$ cat src/common/wkev_regs.vh
/*
 * Register offsets, field positions and reset values of the wakeup event register bank.
 * Assumes byte-wide registers behind an 8-bit address port.
 */
`ifndef WKEV_REGS_VH
`define WKEV_REGS_VH

`define WKEV_ADDR_W 8
`define WKEV_DATA_W 8

`define WKEV_OFS_FLAGS 8'h00
`define WKEV_OFS_ENABLES 8'h01
`define WKEV_OFS_BANKCFG 8'h02
`define WKEV_OFS_INT_STAT 8'h10
`define WKEV_OFS_INT_MASK 8'h11
`define WKEV_OFS_CTRL 8'h12
`define WKEV_OFS_LINES 8'h13

`define WKEV_BIT_CODEC 0
`define WKEV_BIT_RING 1
`define WKEV_BIT_IR 5

`define WKEV_EVT_MASK 8'h23
`define WKEV_CFG_SEL_MASK 8'h03
`define WKEV_CFG_SEL_SHARED 2'h0
`define WKEV_CFG_SEL_BANK1 2'h1

`define WKEV_CTRL_SOFT_RST 0
`define WKEV_CTRL_ROUTE_PU 1
`define WKEV_CTRL_ROUTE_PME 2
`define WKEV_CTRL_MASK 8'h06

`define WKEV_RST_FLAGS 8'h00
`define WKEV_RST_ENABLES 8'h03
`define WKEV_RST_BANKCFG 8'h00
`define WKEV_RST_INT_STAT 8'h00
`define WKEV_RST_INT_MASK 8'h00
`define WKEV_RST_CTRL 8'h06

`endif

$ cat src/design/wkev_sync.v
/*
 * Three-stage synchroniser with agreement filter for one asynchronous pin.
 * Assumes the pin is quasi-static compared with the 100 ns clock.
 */
`default_nettype none

module wkev_sync #(
    parameter RESET_LEVEL = 1'b1
) (
    input wire clock,
    input wire sys_rst,
    input wire pin_in,
    output reg level_r
);

    reg meta_r;
    reg sync2_r;
    reg sync3_r;

    // Only the second stage reads the first; the filter looks at stages two and three.
    always @(posedge clock) begin
        if (sys_rst) begin
            meta_r <= RESET_LEVEL;
            sync2_r <= RESET_LEVEL;
            sync3_r <= RESET_LEVEL;
            level_r <= RESET_LEVEL;
        end else begin
            meta_r <= pin_in;
            sync2_r <= meta_r;
            sync3_r <= sync2_r;
            if (sync2_r == sync3_r) begin
                level_r <= sync3_r;
            end
        end
    end

endmodule

`default_nettype wire

$ cat src/design/wkev_top.v
/*
 * Wakeup event register bank: sticky event flags, event enables, bank select
 * configuration, wake request outputs and a maskable interrupt.
 * Assumes a simple register port master that follows the one-cycle strobe
 * protocol and wake pins that are asynchronous to clock.
 */
`include "wkev_regs.vh"

`default_nettype none

// Behaviour
// - Sticky flag bit 5 sets on infrared receive event, clears to 0 by default.
// - Sticky flag bit 1 sets on ring indicator event, default 0.
// - Sticky flag bit 0 sets on codec serial input event, default 0.
// - Enable register at 01h loads 03h on power-up and software reset.
// - Enabled detected events raise power-up request and/or PME; disabled ones raise neither.
// - Enable bit 5 gates infrared wake events, default disabled.
// - Enable bit 1 gates ring indicator wake events, default enabled.
// - Enable bit 0 gates codec wake events, default enabled.
// - Bank config at 02h resets to 00h and controls infrared bank reachability.
// - Flag register clears to 00h on power-up and software reset.
// - Flag register sits at 00h, is readable, and writing 1 clears a flag.
// - Config bits 1:0 value 00 shares only, 01 adds infrared bank.
module wkev_top (
    input wire clock,
    input wire sys_rst,
    input wire [7:0] reg_addr,
    input wire [7:0] reg_wdata,
    input wire reg_wr,
    input wire reg_rd,
    output reg [7:0] reg_rdata_r,
    input wire infrared_rx_input,
    input wire ring_indicator_two_n,
    input wire codec_serial_in_two,
    output reg wake_any_r,
    output reg power_up_req_r,
    output reg pme_r,
    output reg bank1_access_r,
    output reg irq_r
);

    wire ir_level;
    wire ring_level_n;
    wire codec_level;
    wire [2:0] pin_vec;
    wire [2:0] level_vec;

    reg ir_prev_r;
    reg ring_prev_r;
    reg codec_prev_r;

    reg [7:0] flags_r;
    reg [7:0] flags_nxt;
    reg [7:0] enables_r;
    reg [7:0] enables_nxt;
    reg [7:0] bankcfg_r;
    reg [7:0] bankcfg_nxt;
    reg [7:0] int_stat_r;
    reg [7:0] int_stat_nxt;
    reg [7:0] int_mask_r;
    reg [7:0] int_mask_nxt;
    reg [7:0] ctrl_r;
    reg [7:0] ctrl_nxt;
    reg [7:0] rdata_nxt;

    wire ir_event;
    wire ring_event;
    wire codec_event;
    wire [7:0] event_vec;
    wire [7:0] armed_vec;
    wire wake_nxt;
    wire soft_rst;
    wire wr_flags;
    wire wr_enables;
    wire wr_bankcfg;
    wire wr_int_stat;
    wire wr_int_mask;
    wire wr_ctrl;

    assign pin_vec = {codec_serial_in_two, ring_indicator_two_n, infrared_rx_input};

    // Idle level of each pin: infrared and ring idle high, the codec line idles low.
    genvar gi;
    generate
        for (gi = 0; gi < 3; gi = gi + 1) begin : g_sync
            wkev_sync #(
                .RESET_LEVEL((gi == 2) ? 1'b0 : 1'b1)
            ) u_sync (
                .clock(clock),
                .sys_rst(sys_rst),
                .pin_in(pin_vec[gi]),
                .level_r(level_vec[gi])
            );
        end
    endgenerate

    assign ir_level = level_vec[0];
    assign ring_level_n = level_vec[1];
    assign codec_level = level_vec[2];

    always @(posedge clock) begin
        if (sys_rst) begin
            ir_prev_r <= 1'b1;
            ring_prev_r <= 1'b1;
            codec_prev_r <= 1'b0;
        end else begin
            ir_prev_r <= ir_level;
            ring_prev_r <= ring_level_n;
            codec_prev_r <= codec_level;
        end
    end

    // An infrared burst starts with a low pulse on an idle-high receiver.
    assign ir_event = ir_prev_r & ~ir_level;
    // The ring indicator is active low, so its falling edge is the event.
    assign ring_event = ring_prev_r & ~ring_level_n;
    // A codec asks for wake by driving its serial data line high.
    assign codec_event = ~codec_prev_r & codec_level;

    assign event_vec = {2'b00, ir_event, 3'b000, ring_event, codec_event};

    // Flags that are both latched and enabled request wake.
    assign armed_vec = flags_r & enables_r & `WKEV_EVT_MASK;
    assign wake_nxt = |armed_vec;

    assign wr_flags = reg_wr & (reg_addr == `WKEV_OFS_FLAGS);
    assign wr_enables = reg_wr & (reg_addr == `WKEV_OFS_ENABLES);
    assign wr_bankcfg = reg_wr & (reg_addr == `WKEV_OFS_BANKCFG);
    assign wr_int_stat = reg_wr & (reg_addr == `WKEV_OFS_INT_STAT);
    assign wr_int_mask = reg_wr & (reg_addr == `WKEV_OFS_INT_MASK);
    assign wr_ctrl = reg_wr & (reg_addr == `WKEV_OFS_CTRL);

    // Software reset is a self-clearing strobe; it loads the power-up values of flags, enables and bank config.
    assign soft_rst = wr_ctrl & reg_wdata[`WKEV_CTRL_SOFT_RST];

    always @* begin
        flags_nxt = flags_r;
        if (wr_flags) begin
            flags_nxt = flags_nxt & ~reg_wdata;
        end
        // A new event in the clearing cycle is kept, so set goes last.
        flags_nxt = (flags_nxt | event_vec) & `WKEV_EVT_MASK;
        if (soft_rst) begin
            flags_nxt = `WKEV_RST_FLAGS;
        end
    end

    always @* begin
        enables_nxt = enables_r;
        if (wr_enables) begin
            // Bits 5, 1 and 0 gate infrared, ring and codec events.
            enables_nxt = reg_wdata & `WKEV_EVT_MASK;
        end
        if (soft_rst) begin
            enables_nxt = `WKEV_RST_ENABLES;
        end
    end

    always @* begin
        bankcfg_nxt = bankcfg_r;
        if (wr_bankcfg) begin
            // Reserved bits are not stored, so a careless write cannot leave them set.
            bankcfg_nxt = reg_wdata & `WKEV_CFG_SEL_MASK;
        end
        if (soft_rst) begin
            bankcfg_nxt = `WKEV_RST_BANKCFG;
        end
    end

    always @* begin
        int_stat_nxt = int_stat_r;
        if (wr_int_stat) begin
            int_stat_nxt = int_stat_nxt & ~reg_wdata;
        end
        int_stat_nxt = (int_stat_nxt | event_vec) & `WKEV_EVT_MASK;
    end

    always @* begin
        int_mask_nxt = int_mask_r;
        if (wr_int_mask) begin
            int_mask_nxt = reg_wdata & `WKEV_EVT_MASK;
        end
    end

    always @* begin
        ctrl_nxt = ctrl_r;
        if (wr_ctrl) begin
            ctrl_nxt = reg_wdata & `WKEV_CTRL_MASK;
        end
    end

    // Unmapped offsets, including the infrared bank handled elsewhere, read as zero.
    always @* begin
        rdata_nxt = 8'h00;
        if (reg_rd) begin
            case (reg_addr)
                `WKEV_OFS_FLAGS: rdata_nxt = flags_r;
                `WKEV_OFS_ENABLES: rdata_nxt = enables_r;
                `WKEV_OFS_BANKCFG: rdata_nxt = bankcfg_r;
                `WKEV_OFS_INT_STAT: rdata_nxt = int_stat_r;
                `WKEV_OFS_INT_MASK: rdata_nxt = int_mask_r;
                `WKEV_OFS_CTRL: rdata_nxt = ctrl_r;
                `WKEV_OFS_LINES: rdata_nxt = {5'h00, codec_level, ring_level_n, ir_level};
                default: rdata_nxt = 8'h00;
            endcase
        end
    end

    always @(posedge clock) begin
        if (sys_rst) begin
            flags_r <= `WKEV_RST_FLAGS;
        end else begin
            flags_r <= flags_nxt;
        end
    end

    always @(posedge clock) begin
        if (sys_rst) begin
            enables_r <= `WKEV_RST_ENABLES;
        end else begin
            enables_r <= enables_nxt;
        end
    end

    always @(posedge clock) begin
        if (sys_rst) begin
            bankcfg_r <= `WKEV_RST_BANKCFG;
        end else begin
            bankcfg_r <= bankcfg_nxt;
        end
    end

    always @(posedge clock) begin
        if (sys_rst) begin
            int_stat_r <= `WKEV_RST_INT_STAT;
        end else begin
            int_stat_r <= int_stat_nxt;
        end
    end

    always @(posedge clock) begin
        if (sys_rst) begin
            int_mask_r <= `WKEV_RST_INT_MASK;
        end else begin
            int_mask_r <= int_mask_nxt;
        end
    end

    always @(posedge clock) begin
        if (sys_rst) begin
            ctrl_r <= `WKEV_RST_CTRL;
        end else begin
            ctrl_r <= ctrl_nxt;
        end
    end

    always @(posedge clock) begin
        if (sys_rst) begin
            reg_rdata_r <= 8'h00;
        end else begin
            reg_rdata_r <= rdata_nxt;
        end
    end

    always @(posedge clock) begin
        if (sys_rst) begin
            wake_any_r <= 1'b0;
        end else begin
            wake_any_r <= wake_nxt;
        end
    end

    always @(posedge clock) begin
        if (sys_rst) begin
            power_up_req_r <= 1'b0;
        end else begin
            power_up_req_r <= wake_nxt & ctrl_r[`WKEV_CTRL_ROUTE_PU];
        end
    end

    always @(posedge clock) begin
        if (sys_rst) begin
            pme_r <= 1'b0;
        end else begin
            pme_r <= wake_nxt & ctrl_r[`WKEV_CTRL_ROUTE_PME];
        end
    end

    // Only select code 01 opens the infrared bank.
    always @(posedge clock) begin
        if (sys_rst) begin
            bank1_access_r <= 1'b0;
        end else begin
            bank1_access_r <= (bankcfg_r[1:0] == `WKEV_CFG_SEL_BANK1);
        end
    end

    always @(posedge clock) begin
        if (sys_rst) begin
            irq_r <= 1'b0;
        end else begin
            irq_r <= |(int_stat_r & int_mask_r);
        end
    end

endmodule

`default_nettype wire

$ cat config.mk
export PLATFORM = sky130hd
export DESIGN_NAME = wkev_top
export DESIGN_NICKNAME = d
export VERILOG_FILES = /design/src/design/wkev_sync.v /design/src/design/wkev_top.v
export VERILOG_INCLUDE_DIRS = /design/src /design/src/common
export SDC_FILE = /design/constraint.sdc
export NUM_CORES = 1
export LEC_CHECK = 0
export BUFFER_PORTS_ARGS = -buffer_cell sky130_fd_sc_hd__buf_2
export CORE_UTILIZATION = 53
export CTS_CLUSTER_SIZE = 24
export DETAILED_ROUTE_END_ITERATION = 12
export PLACE_DENSITY = 0.78
export REMOVE_ABC_BUFFERS = 1
export SYNTH_ARGS = -nofsm -noshare
export SYNTH_HDL_FRONTEND = slang
export SYNTH_SLANG_ARGS = --single-unit
$ cat constraint.sdc
create_clock -name clock -period 1.5 [get_ports clock]
set_input_delay 0.3 -clock clock [delete_from_list [all_inputs] [get_ports clock]]
set_output_delay 0.3 -clock clock [all_outputs]
set_load 0.05 [all_outputs]
Word-level counts from Yosys, hierarchy flattened --
Cells that the tools add are included.
Storage, ports and cells: register bits 44, bits in latches 0, bits in writable memories 0, memory bits (read-only) 0, bits of input ports 23, output and inout port bits 13, logic and storage cells 68, memories kept 0
Cells by class: $add $sub $neg 0, multipliers 0, div/mod/pow operators 0, magnitude comparators 0, equal/unequal tests 10, shift-type cells 0, muxes and demuxes 3, bitwise operators 23, reductions and logical operators 5
Operators by type and width (number):
- $pmux 6 s7 | 1
- $eq 8x5->1 const B | 4
- $and 6x6->6 | 4
- $and 1x1->1 | 12
- $mux 6 | 2
- $or 6x6->6 | 2
- $eq 8x1->1 const B | 1
- $eq 8x2->1 const B | 1
- $logic_not 8->1 | 1
- $reduce_or 8->1 | 1
- $not 6->6 | 1
- $not 1->1 | 4
- $reduce_or 2->1 | 2
- $eq 1x1->1 | 3
- $reduce_or 3->1 | 1
- $eq 2x1->1 const B | 1

Logic depth before layout (Yosys ltp) --
Gate-level depths: netlist (run 1).
word-level depth 4, gate-level depth with buffers 4, mapped depth without buffers 3

Hierarchy --
Synthesis (run 1) repeated with hierarchy kept, for this count alone.
Second synthesis, totals: cells, all modules 156, area, all modules 1600.3 um^2
Modules (own cells, without submodules):
- wkev_top | instances 1, cells an instance 126, area each 1257.5 um^2, seq. area each 560.5 um^2
- wkev_sync at g_sync[0].u_sync ... | instances 2, cells an instance 10, area each 115.1 um^2, seq. area each 80.1 um^2
- wkev_sync at g_sync[2].u_sync | instances 1, cells an instance 10, area each 112.6 um^2, seq. area each 80.1 um^2

Least setup slack after synthesis (run 1) --
OpenSTA, ideal clock, no wires.
path type in2reg, start in reg_addr[5], end reg enables_r[0], setup time 0.126 ns, data arrival time 1.283 ns, data required time 1.374 ns, setup slack 0.092 ns, cell stages on the path 4, buffers on the path 1, path through or4b_4 buf_6 nor4_1 o21ai_1
On the way: cells in the longest elaborated chain, start to end 4, elaborated cells between the ends (all ways) 6, those cells by class 2 x eq/ne; 3 x bitwise; 1 x reduce/logical
RTL lines:
- start: declaration | RTL line wkev_top.v:27 | input wire [7:0] reg_addr,
- $eq 8x5->1
- $and 1x1->1 | RTL line wkev_top.v:131 | assign wr_ctrl = reg_wr & (reg_addr == `WKEV_OFS_CTRL);
- $and 1x1->1 | RTL line wkev_top.v:134 | assign soft_rst = wr_ctrl & reg_wdata[`WKEV_CTRL_SOFT_RST];
- $reduce_or 2->1 (no line)
- end signal: assignment | RTL line wkev_top.v:219 | enables_r <= `WKEV_RST_ENABLES;
- end signal: assignment | RTL line wkev_top.v:221 | enables_r <= enables_nxt;
- end: declaration | RTL line wkev_top.v:54 | reg [7:0] enables_r;
Parallel ways exist; a longest one is shown, timed or not. A chain may end at the register's enable or synchronous reset.

Worst setup path after layout (run 1) --
start in reg_addr[5], end reg ctrl_r[2]
On the way: cells in the longest elaborated chain, start to end 2
RTL lines:
- $eq 8x5->1
- $and 1x1->1 | RTL line wkev_top.v:131
- end signal: assignment | RTL line wkev_top.v:251 | ctrl_r <= `WKEV_RST_CTRL;
- end signal: assignment | RTL line wkev_top.v:253 | ctrl_r <= ctrl_nxt;
- end: declaration | RTL line wkev_top.v:62 | reg [7:0] ctrl_r;
No other way between the ends.

==> summary.md, run 1 <==
| Metric | Value |
|---|---|
| Run status | finished with violations |
| Failing checks | DRC |
| Number of flip-flops in the largest register | 4 |
| Sw Ratio | 0.261 |
| Routed vias | 1496 |
| Crit Reg-Reg Startpoint | g_sync[2].u_sync.level_r$_SDFFE_PP0N_ |
| Die ar. | around 0.0034 mm2 |
| Max-Cap Viols | 0 |
| Gpl congestion | slightly below 1 |
| Initial drt markers | between 100 and 150 |
| Starting Density | 0.580 |
| Critical Path Sink Type | register |
| Reg with most FFs | reg_rdata_r |
| Port buffer count | 27 |
| Setup-failing EPs final | 0 |
| H-tree depth | 2 |
| CTS sink count | 40 |
| Post-cts resize count | 0 |
| Drt first pass iters | 8 |
| Clock Pin Slew Worst Setup and Hold Paths | ~0.11 ns |
| Area delta synth->final | 19.8% |
| Crit path max fanout | 5 |
| Final core occ | 0.695 |
| Number of enable flip-flop cells after synthesis | 0 |
| Max-slew violations | 0 |
| Cell Int Power | between 1000 and 1500 uW |
| Antenna violation net count after detailed routing | 0 |
| Leak Pwr | approximately 0.00077 uW |
| HP Start | infrared_rx_input |
| Setup Slack @ Placement | -0.159 ns |
| CP startpoint | reg_addr[5] |
| Arrival @ worst endpoint | around 1.6 ns |
| Power Density | ~900 mW/mm2 |
| Hold Crit Class | in -> reg |
| Clk Tree Root Cell | clkbuf_4 |
| CP Cell Sequence | buf_2 -> or4b_4 -> buf_4 -> nor4_1 -> o21ai_1 |
| Reg power frac | 0.603 |
| Post-CTS Setup Bufs | 0 |
| Hold_buf cts | 0 |
| CP peak stage delay | approximately 0.58 ns |
| Initial antenna violation count | 0 |
| Ys async rst share | 0 |
| Combinational power share | 0.107 |
| Ant. Diodes | 0 |
| Final min period | 1.30 ns |
| Worst path required time | between 1.5 and 2 ns |
| Wire length per cell | ~17 um |
| Final worst slack | between 0.15 and 0.2 ns |
| Ys flop type | dfxtp_1 |
| CP Launch Type | input port |
| Core area | roughly 0.0029 mm2 |
| Most frequent cells in the layout | dfxtp_1, buf_2, buf_4 |
| First-pass GRT wire length | roughly 6700 um |
| Seq cells post-synth | 40 |
| Clk Latency, worst-skew pair | ~0.35 ns |
| Fin cells | between 200 and 250 |
| Synthesized area per cell | roughly 9.9 um2 |
| Post-route DRC | 3 |
| Fraction of layout cells with a size suffix above 1 | 0.347 |
| Clock tree buffer depth | 2 |
| Chip width | between 50 and 60 um |
| DRT Wirelength | just over 4000 um |
| Most common library cell in the layout ignoring fill and taps | dfxtp_1 |
| Largest delay contributor family on the critical path | simple AND/OR/NAND/NOR gates |
| Tot Pwr | roughly 1800 uW |
| Maximum vdd drop | 786 uV |
| Mapped cell area | between 0.0015 and 0.002 mm2 |
| Clock Power Share | 0.290 |
| Clock Skew | roughly 0.0033 ns |
| Die Y-Extent | 57.9 um |
| GRT Residual Overflow | 0 |
| Nets | 236 |
| Sw Pwr | 467 uW |
| Setup_tns | 0 ns |
| RSZ-0062 raised after global routing | false |
| Via density | 6.13 |
| Warnings from Yosys | 0 |
| Final hold violation count | 0 |
| Fin crit share | 0.868 |
| DP Wirelength | between 3000 and 4000 um |
| Yosys cell types | 41 |
| Max Freq | between 700 and 800 MHz |
| Seq/Total Area, Yosys | 0.484 |
| Total CTS buffers | 5 |
| Number of cells after detailed placement | ~240 |
| IO Pins | 36 |
| Row cnt | 19 |
| CTS tree | built |
| Synth Instances | 167 |
| Vias in the first global route | between 1000 and 1500 |
| CP bufs+invs | 2 |
| Slowest-stage cell, CP | or4b_4 |
| Setup CP Type | in -> reg |
| GRT Total Usage | 0.274 |
| Largest net degree at the start of global routing | 17 |
-- routing by layer --
metal  vias to the layer above  wire length, um  global-route usage  part of all wire
met1                       702             1700               0.350              0.41
met3                        10              333              0.0714             0.081
met5                         -                0                   0                 0
li1                        712                -                   -                 -
met2                        72             1980               0.429              0.48
met4                         0              112               0.139             0.027
-- final timing paths --
kind                                                             to  slack [ns]  cells after the start
worst min register to register  g_sync[1].u_sync.sync2_r$_SDFF_PP1_        0.42                      1
worst max register to register                flags_r[0]$_SDFF_PP0_        0.40                      3
worst max-delay path                         ctrl_r[2]$_SDFFE_PP1P_        0.20                      5
worst min-delay path             g_sync[0].u_sync.meta_r$_SDFF_PP1_        0.12                      2
-- Yosys cell counts (all sizes together), types with 3 or more instances --
cell / count / share of area
buf: 9 / 0.037
a31oi: 7 / 0.026
a21oi: 10 / 0.030
mux2: 3 / 0.020
a311oi: 3 / 0.016
nor4: 6 / 0.023
nor2: 10 / 0.023
o31ai: 6 / 0.027
clkbuf: 5 / 0.011
nor4b: 3 / 0.023
nand4: 7 / 0.026
dfxtp: 40 / 0.48
nor2b: 7 / 0.026
o21ai: 10 / 0.030
nand2b: 3 / 0.011
or4b: 3 / 0.020
or2: 8 / 0.030
nand3b: 3 / 0.014
-- final cells by class --
class	instances	area (um2)
multi-input cells	114	778
clock inverters	2	12.5
inverters	2	7.51
flip-flops and latches	40	801
fillers	226	870
well taps	31	38.8
clock buffers	5	37.5
repair buffers	50	308
-- logic make-up after synthesis --
family	share of synthesized area
buf+inv	0.0529
mux	0.0537
flops	0.484
compound gates	0.172
simple gates	0.235
other cells	0.00227
-- power groups by stage --
stage | Combinational, uW | Clock (uW) | Sequential [uW]
6_report | 192 | 519 | 1080
2_1_floorplan | 74.3 | 0 | 1100
3_5_place_dp | 188 | 0 | 1100
3_3_place_gp | 180 | 0 | 1100
5_1_grt | 206 | 573 | 1080
4_1_cts | 189 | 525 | 1080
-- through the flow --
step | area [um2] | hold WS [ns]
4_1_cts | 1980 | 0.114
6_report | 1980 | 0.123
2_1_floorplan | 1590 | 0.369
3_5_place_dp | 1930 | 0.398
5_1_grt | 1980 | 0.105
3_3_place_gp | 1930 | 0.391
(Power assumes the default switching activity.)
==> run 2, diff against run 1 <==
CORE_UTILIZATION = 47   (was 53)
PLACE_DENSITY = 0.74   (was 0.78)
SYNTH_HIERARCHICAL = 1   (was default)
clock period = 1.1 ns   (was 1.5 ns; I/O delays follow)
==> run 2 against run 1 <==
  * First-iteration DRC count decreased by 48%
  * Sequential power increased by 36%
  * Clock skew about the same
  * Largest cell class unchanged
  * Wire length decreased by 19%
  * Combinational power increased by 20%
  * Worst setup slack got worse by 0.23 ns
  * Count of clock-buffer cells in the layout increased by 1
  * Power increased by 51%
  * The run ends with setup timing left
  * Final cell count unchanged
==> summary.md, run 2 <==
| Metric | Value |
|---|---|
| Run status | finished with violations |
| Failing checks | setup timing |
| Setup Slack @ Placement | -0.354 ns |
| Fin cells | between 200 and 250 |
| Number of flip-flops in the largest register | 4 |
| Seq cells post-synth | 40 |
| Clk Tree Root Cell | clkbuf_4 |
| Sw Pwr | roughly 600 uW |
| Seq/Total Area, Yosys | 0.500 |
| Worst path required time | about 1.4 ns |
| Port buffer count | 27 |
| First-pass GRT wire length | roughly 5200 um |
| Final worst slack | -0.0317 ns |
| CP bufs+invs | 1 |
| Starting Density | 0.508 |
| Nets | approximately 220 |
| Arrival @ worst endpoint | roughly 1.4 ns |
| Vias in the first global route | roughly 1200 |
| M2 GR Usage | 0.356 |
| Initial drt markers | 54 |
| CTS tree | built |
| Crit path max fanout | 4 |
| Area post-placement | ~0.0018 mm2 |
| Row cnt | 20 |
| Hold path cells | 2 |
| Met1 usage | 0.228 |
| Fraction of layout cells with a size suffix above 1 | 0.345 |
| Ys async rst share | 0 |
| Setup_tns | -0.0317 ns |
| Hold_buf cts | 0 |
| Mapped cell area | 0.00160 mm2 |
| Core area | about 0.0032 mm2 |
| Area delta synth->final | 27.6% |
| Synthesized area per cell | 10.3 um2 |
| Reg with most FFs | reg_rdata_r |
| Chip width | around 60 um |
| RSZ-0062 raised after global routing | true |
| Synth cell count leaders | dfxtp_1, mux2i_1, nor2_1 |
| Reg2reg end | reg_rdata_r[1]$_SDFF_PP0_ |
| HP Start | ring_indicator_two_n |
| Yosys cell types | 43 |
| IO Pins | 36 |
| Most common library cell in the layout ignoring fill and taps | dfxtp_1 |
| Worst reg-to-reg setup slack | about 0.030 ns |
| Critical Path Stages | 5 |
| Clk Latency, worst-skew pair | approximately 0.33 ns |
| Combinational power share | 0.085 |
| Drt first pass iters | 4 |
| Ys flop type | dfxtp_1 |
| Fin crit share | 1.03 |
| Max Freq | approximately 880 MHz |
| CP Cell Sequence | buf_2 -> or4_4 -> nor3_1 -> nand3_1 -> a31oi_1 |
| GRT Total Usage | 0.198 |
| DP Wirelength | between 2000 and 2500 um |
| Crit Reg-Reg Startpoint | int_mask_r[1]$_SDFFE_PP0P_ |
| Sw Ratio | 0.223 |
| Largest net degree at the start of global routing | 14 |
| Maximum vdd drop | 959 uV |
| H-tree depth | 2 |
| FILL cells | 269 |
| Synth Instances | 156 |
| Critical Path Sink Type | register |
| Power Density | between 1000 and 1500 mW/mm2 |
| GRT Residual Overflow | 0 |
| Leak Pwr | 0.000869 uW |
| Max-slew violations | 0 |
| Slowest-stage cell, CP | or4_4 |
| Setup-failing EPs final | 1 |
| Ant. Diodes | 0 |
| Reg power frac | 0.543 |
| Cells taking the most area after synthesis | dfxtp_1, mux2i_1, mux4_2 |
| Via density | between 5 and 6 |
| Antenna violation net count after detailed routing | 0 |
| Cell Int Power | about 2100 uW |
| Gr busiest metal | met2 |
| Gpl congestion | ~0.88 |
| Design area | around 0.0020 mm2 |
| Initial antenna violation count | 0 |
| Clock tree buffer depth | 2 |
| Hold Crit Class | in -> reg |
| Clock Power Share | 0.372 |
| Clock Skew | around 0.0033 ns |
| R2R cell count | 3 |
| Final min period | between 1 and 1.5 ns |
| Post-route DRC | 0 |
| Yosys top cell area share | 0.500 |
| Most frequent cells in the layout | dfxtp_1, buf_4, buf_2 |
| Area leader, netlist | dfxtp_1 |
| Die ar. | roughly 0.0036 mm2 |
| Warnings from Yosys | 6 |
| Worst hold margin | 0.0581 ns |
| Die Y-Extent | 60.4 um |
| CP Launch Type | input port |
| CTS sink count | 40 |
| CP peak stage delay | 0.51 ns |
| Routed vias | 1251 |
| Number of cells after detailed placement | between 200 and 250 |
| DRT Wirelength | about 3300 um |
| Largest delay contributor family on the critical path | simple AND/OR/NAND/NOR gates |
| Grt met3 use | 0.0490 |
| Hold Path End | g_sync[1].u_sync/meta_r$_SDFF_PP1_ |
| Max-Cap Viols | 0 |
| Total CTS buffers | 5 |
| Clock Pin Slew Worst Setup and Hold Paths | about 0.12 ns |
| Most common cell in the synthesized netlist | dfxtp_1 |
| Final hold violation count | 0 |
| Number of enable flip-flop cells after synthesis | 0 |
| Setup CP Type | in -> reg |
| Wire length per cell | around 14 um |
## run 2: what timing repair did
| action | CTS | global route |
|---|---|---|
| pin swaps | 1 | 3 |
| setup endpoints to repair | 11 | 18 |
| hold endpoints to repair | 0 | 0 |
| buffers inserted | 0 | 1 |
| gates resized for setup | 11 | 18 |
## run 2: worst max path at each step
| stage | start | to |
|---|---|---|
| 5_1_grt | reg_addr[3] | reg_rdata_r[0]$_SDFF_PP0_ |
| 3_5_place_dp | reg_addr[7] | reg_rdata_r[2]$_SDFF_PP0_ |
| 4_1_cts | reg_addr[7] | reg_rdata_r[2]$_SDFF_PP0_ |
| 2_1_floorplan | reg_addr[5] | enables_r[5]$_SDFFE_PP0P_ |
| 6_report | reg_addr[3] | reg_rdata_r[0]$_SDFF_PP0_ |
| 3_3_place_gp | reg_addr[7] | reg_rdata_r[2]$_SDFF_PP0_ |
## run 2: area by class of cell
type | instances | area, um2 | area share
inverter | 4 | 15.0 | 0.00735
timing repair buffer | 43 | 313 | 0.153
sequential | 40 | 805 | 0.394
clock inverter | 2 | 38.8 | 0.0190
clock buffer | 6 | 51.3 | 0.0251
multi-input combinational | 105 | 764 | 0.374
tap | 44 | 55.1 | 0.0270
## run 2: per-layer routing
layer / routed length, um / share of wire / up-vias
met2: 1680 / 0.51 / 44
met4: 19 / 0.0057 / 0
li1: - / - / 624
met5: 0 / 0 / -
met3: 155 / 0.047 / 2
met1: 1470 / 0.44 / 581
## run 2: logic make-up (layout without fill, tap and decap cells)
family          after synthesis  count (layout)  share of synthesized area
compound gates               27              27                      0.113
simple gates                 59              59                      0.223
mux                          15              15                      0.110
other cells                   1               4                    0.00234
flops                        40              40                      0.500
buf+inv                      14              55                     0.0516
## run 2: power by group through the flow
stage / Sequential (uW) / Combinational [uW] / Clock (uW)
after floorplan: 1500 / 88.7 / 0
after global placement: 1500 / 207 / 0
after detailed placement: 1500 / 212 / 0
after CTS: 1470 / 213 / 1030
after global routing: 1470 / 250 / 1080
final: 1470 / 231 / 1010
## run 2: through the flow
step                utilization  total power, uW
floorplan                     -             1590
global placement          0.586             1710
detailed placement        0.586             1720
CTS                       0.623             2710
global route              0.648             2810
finish                    0.648             2710
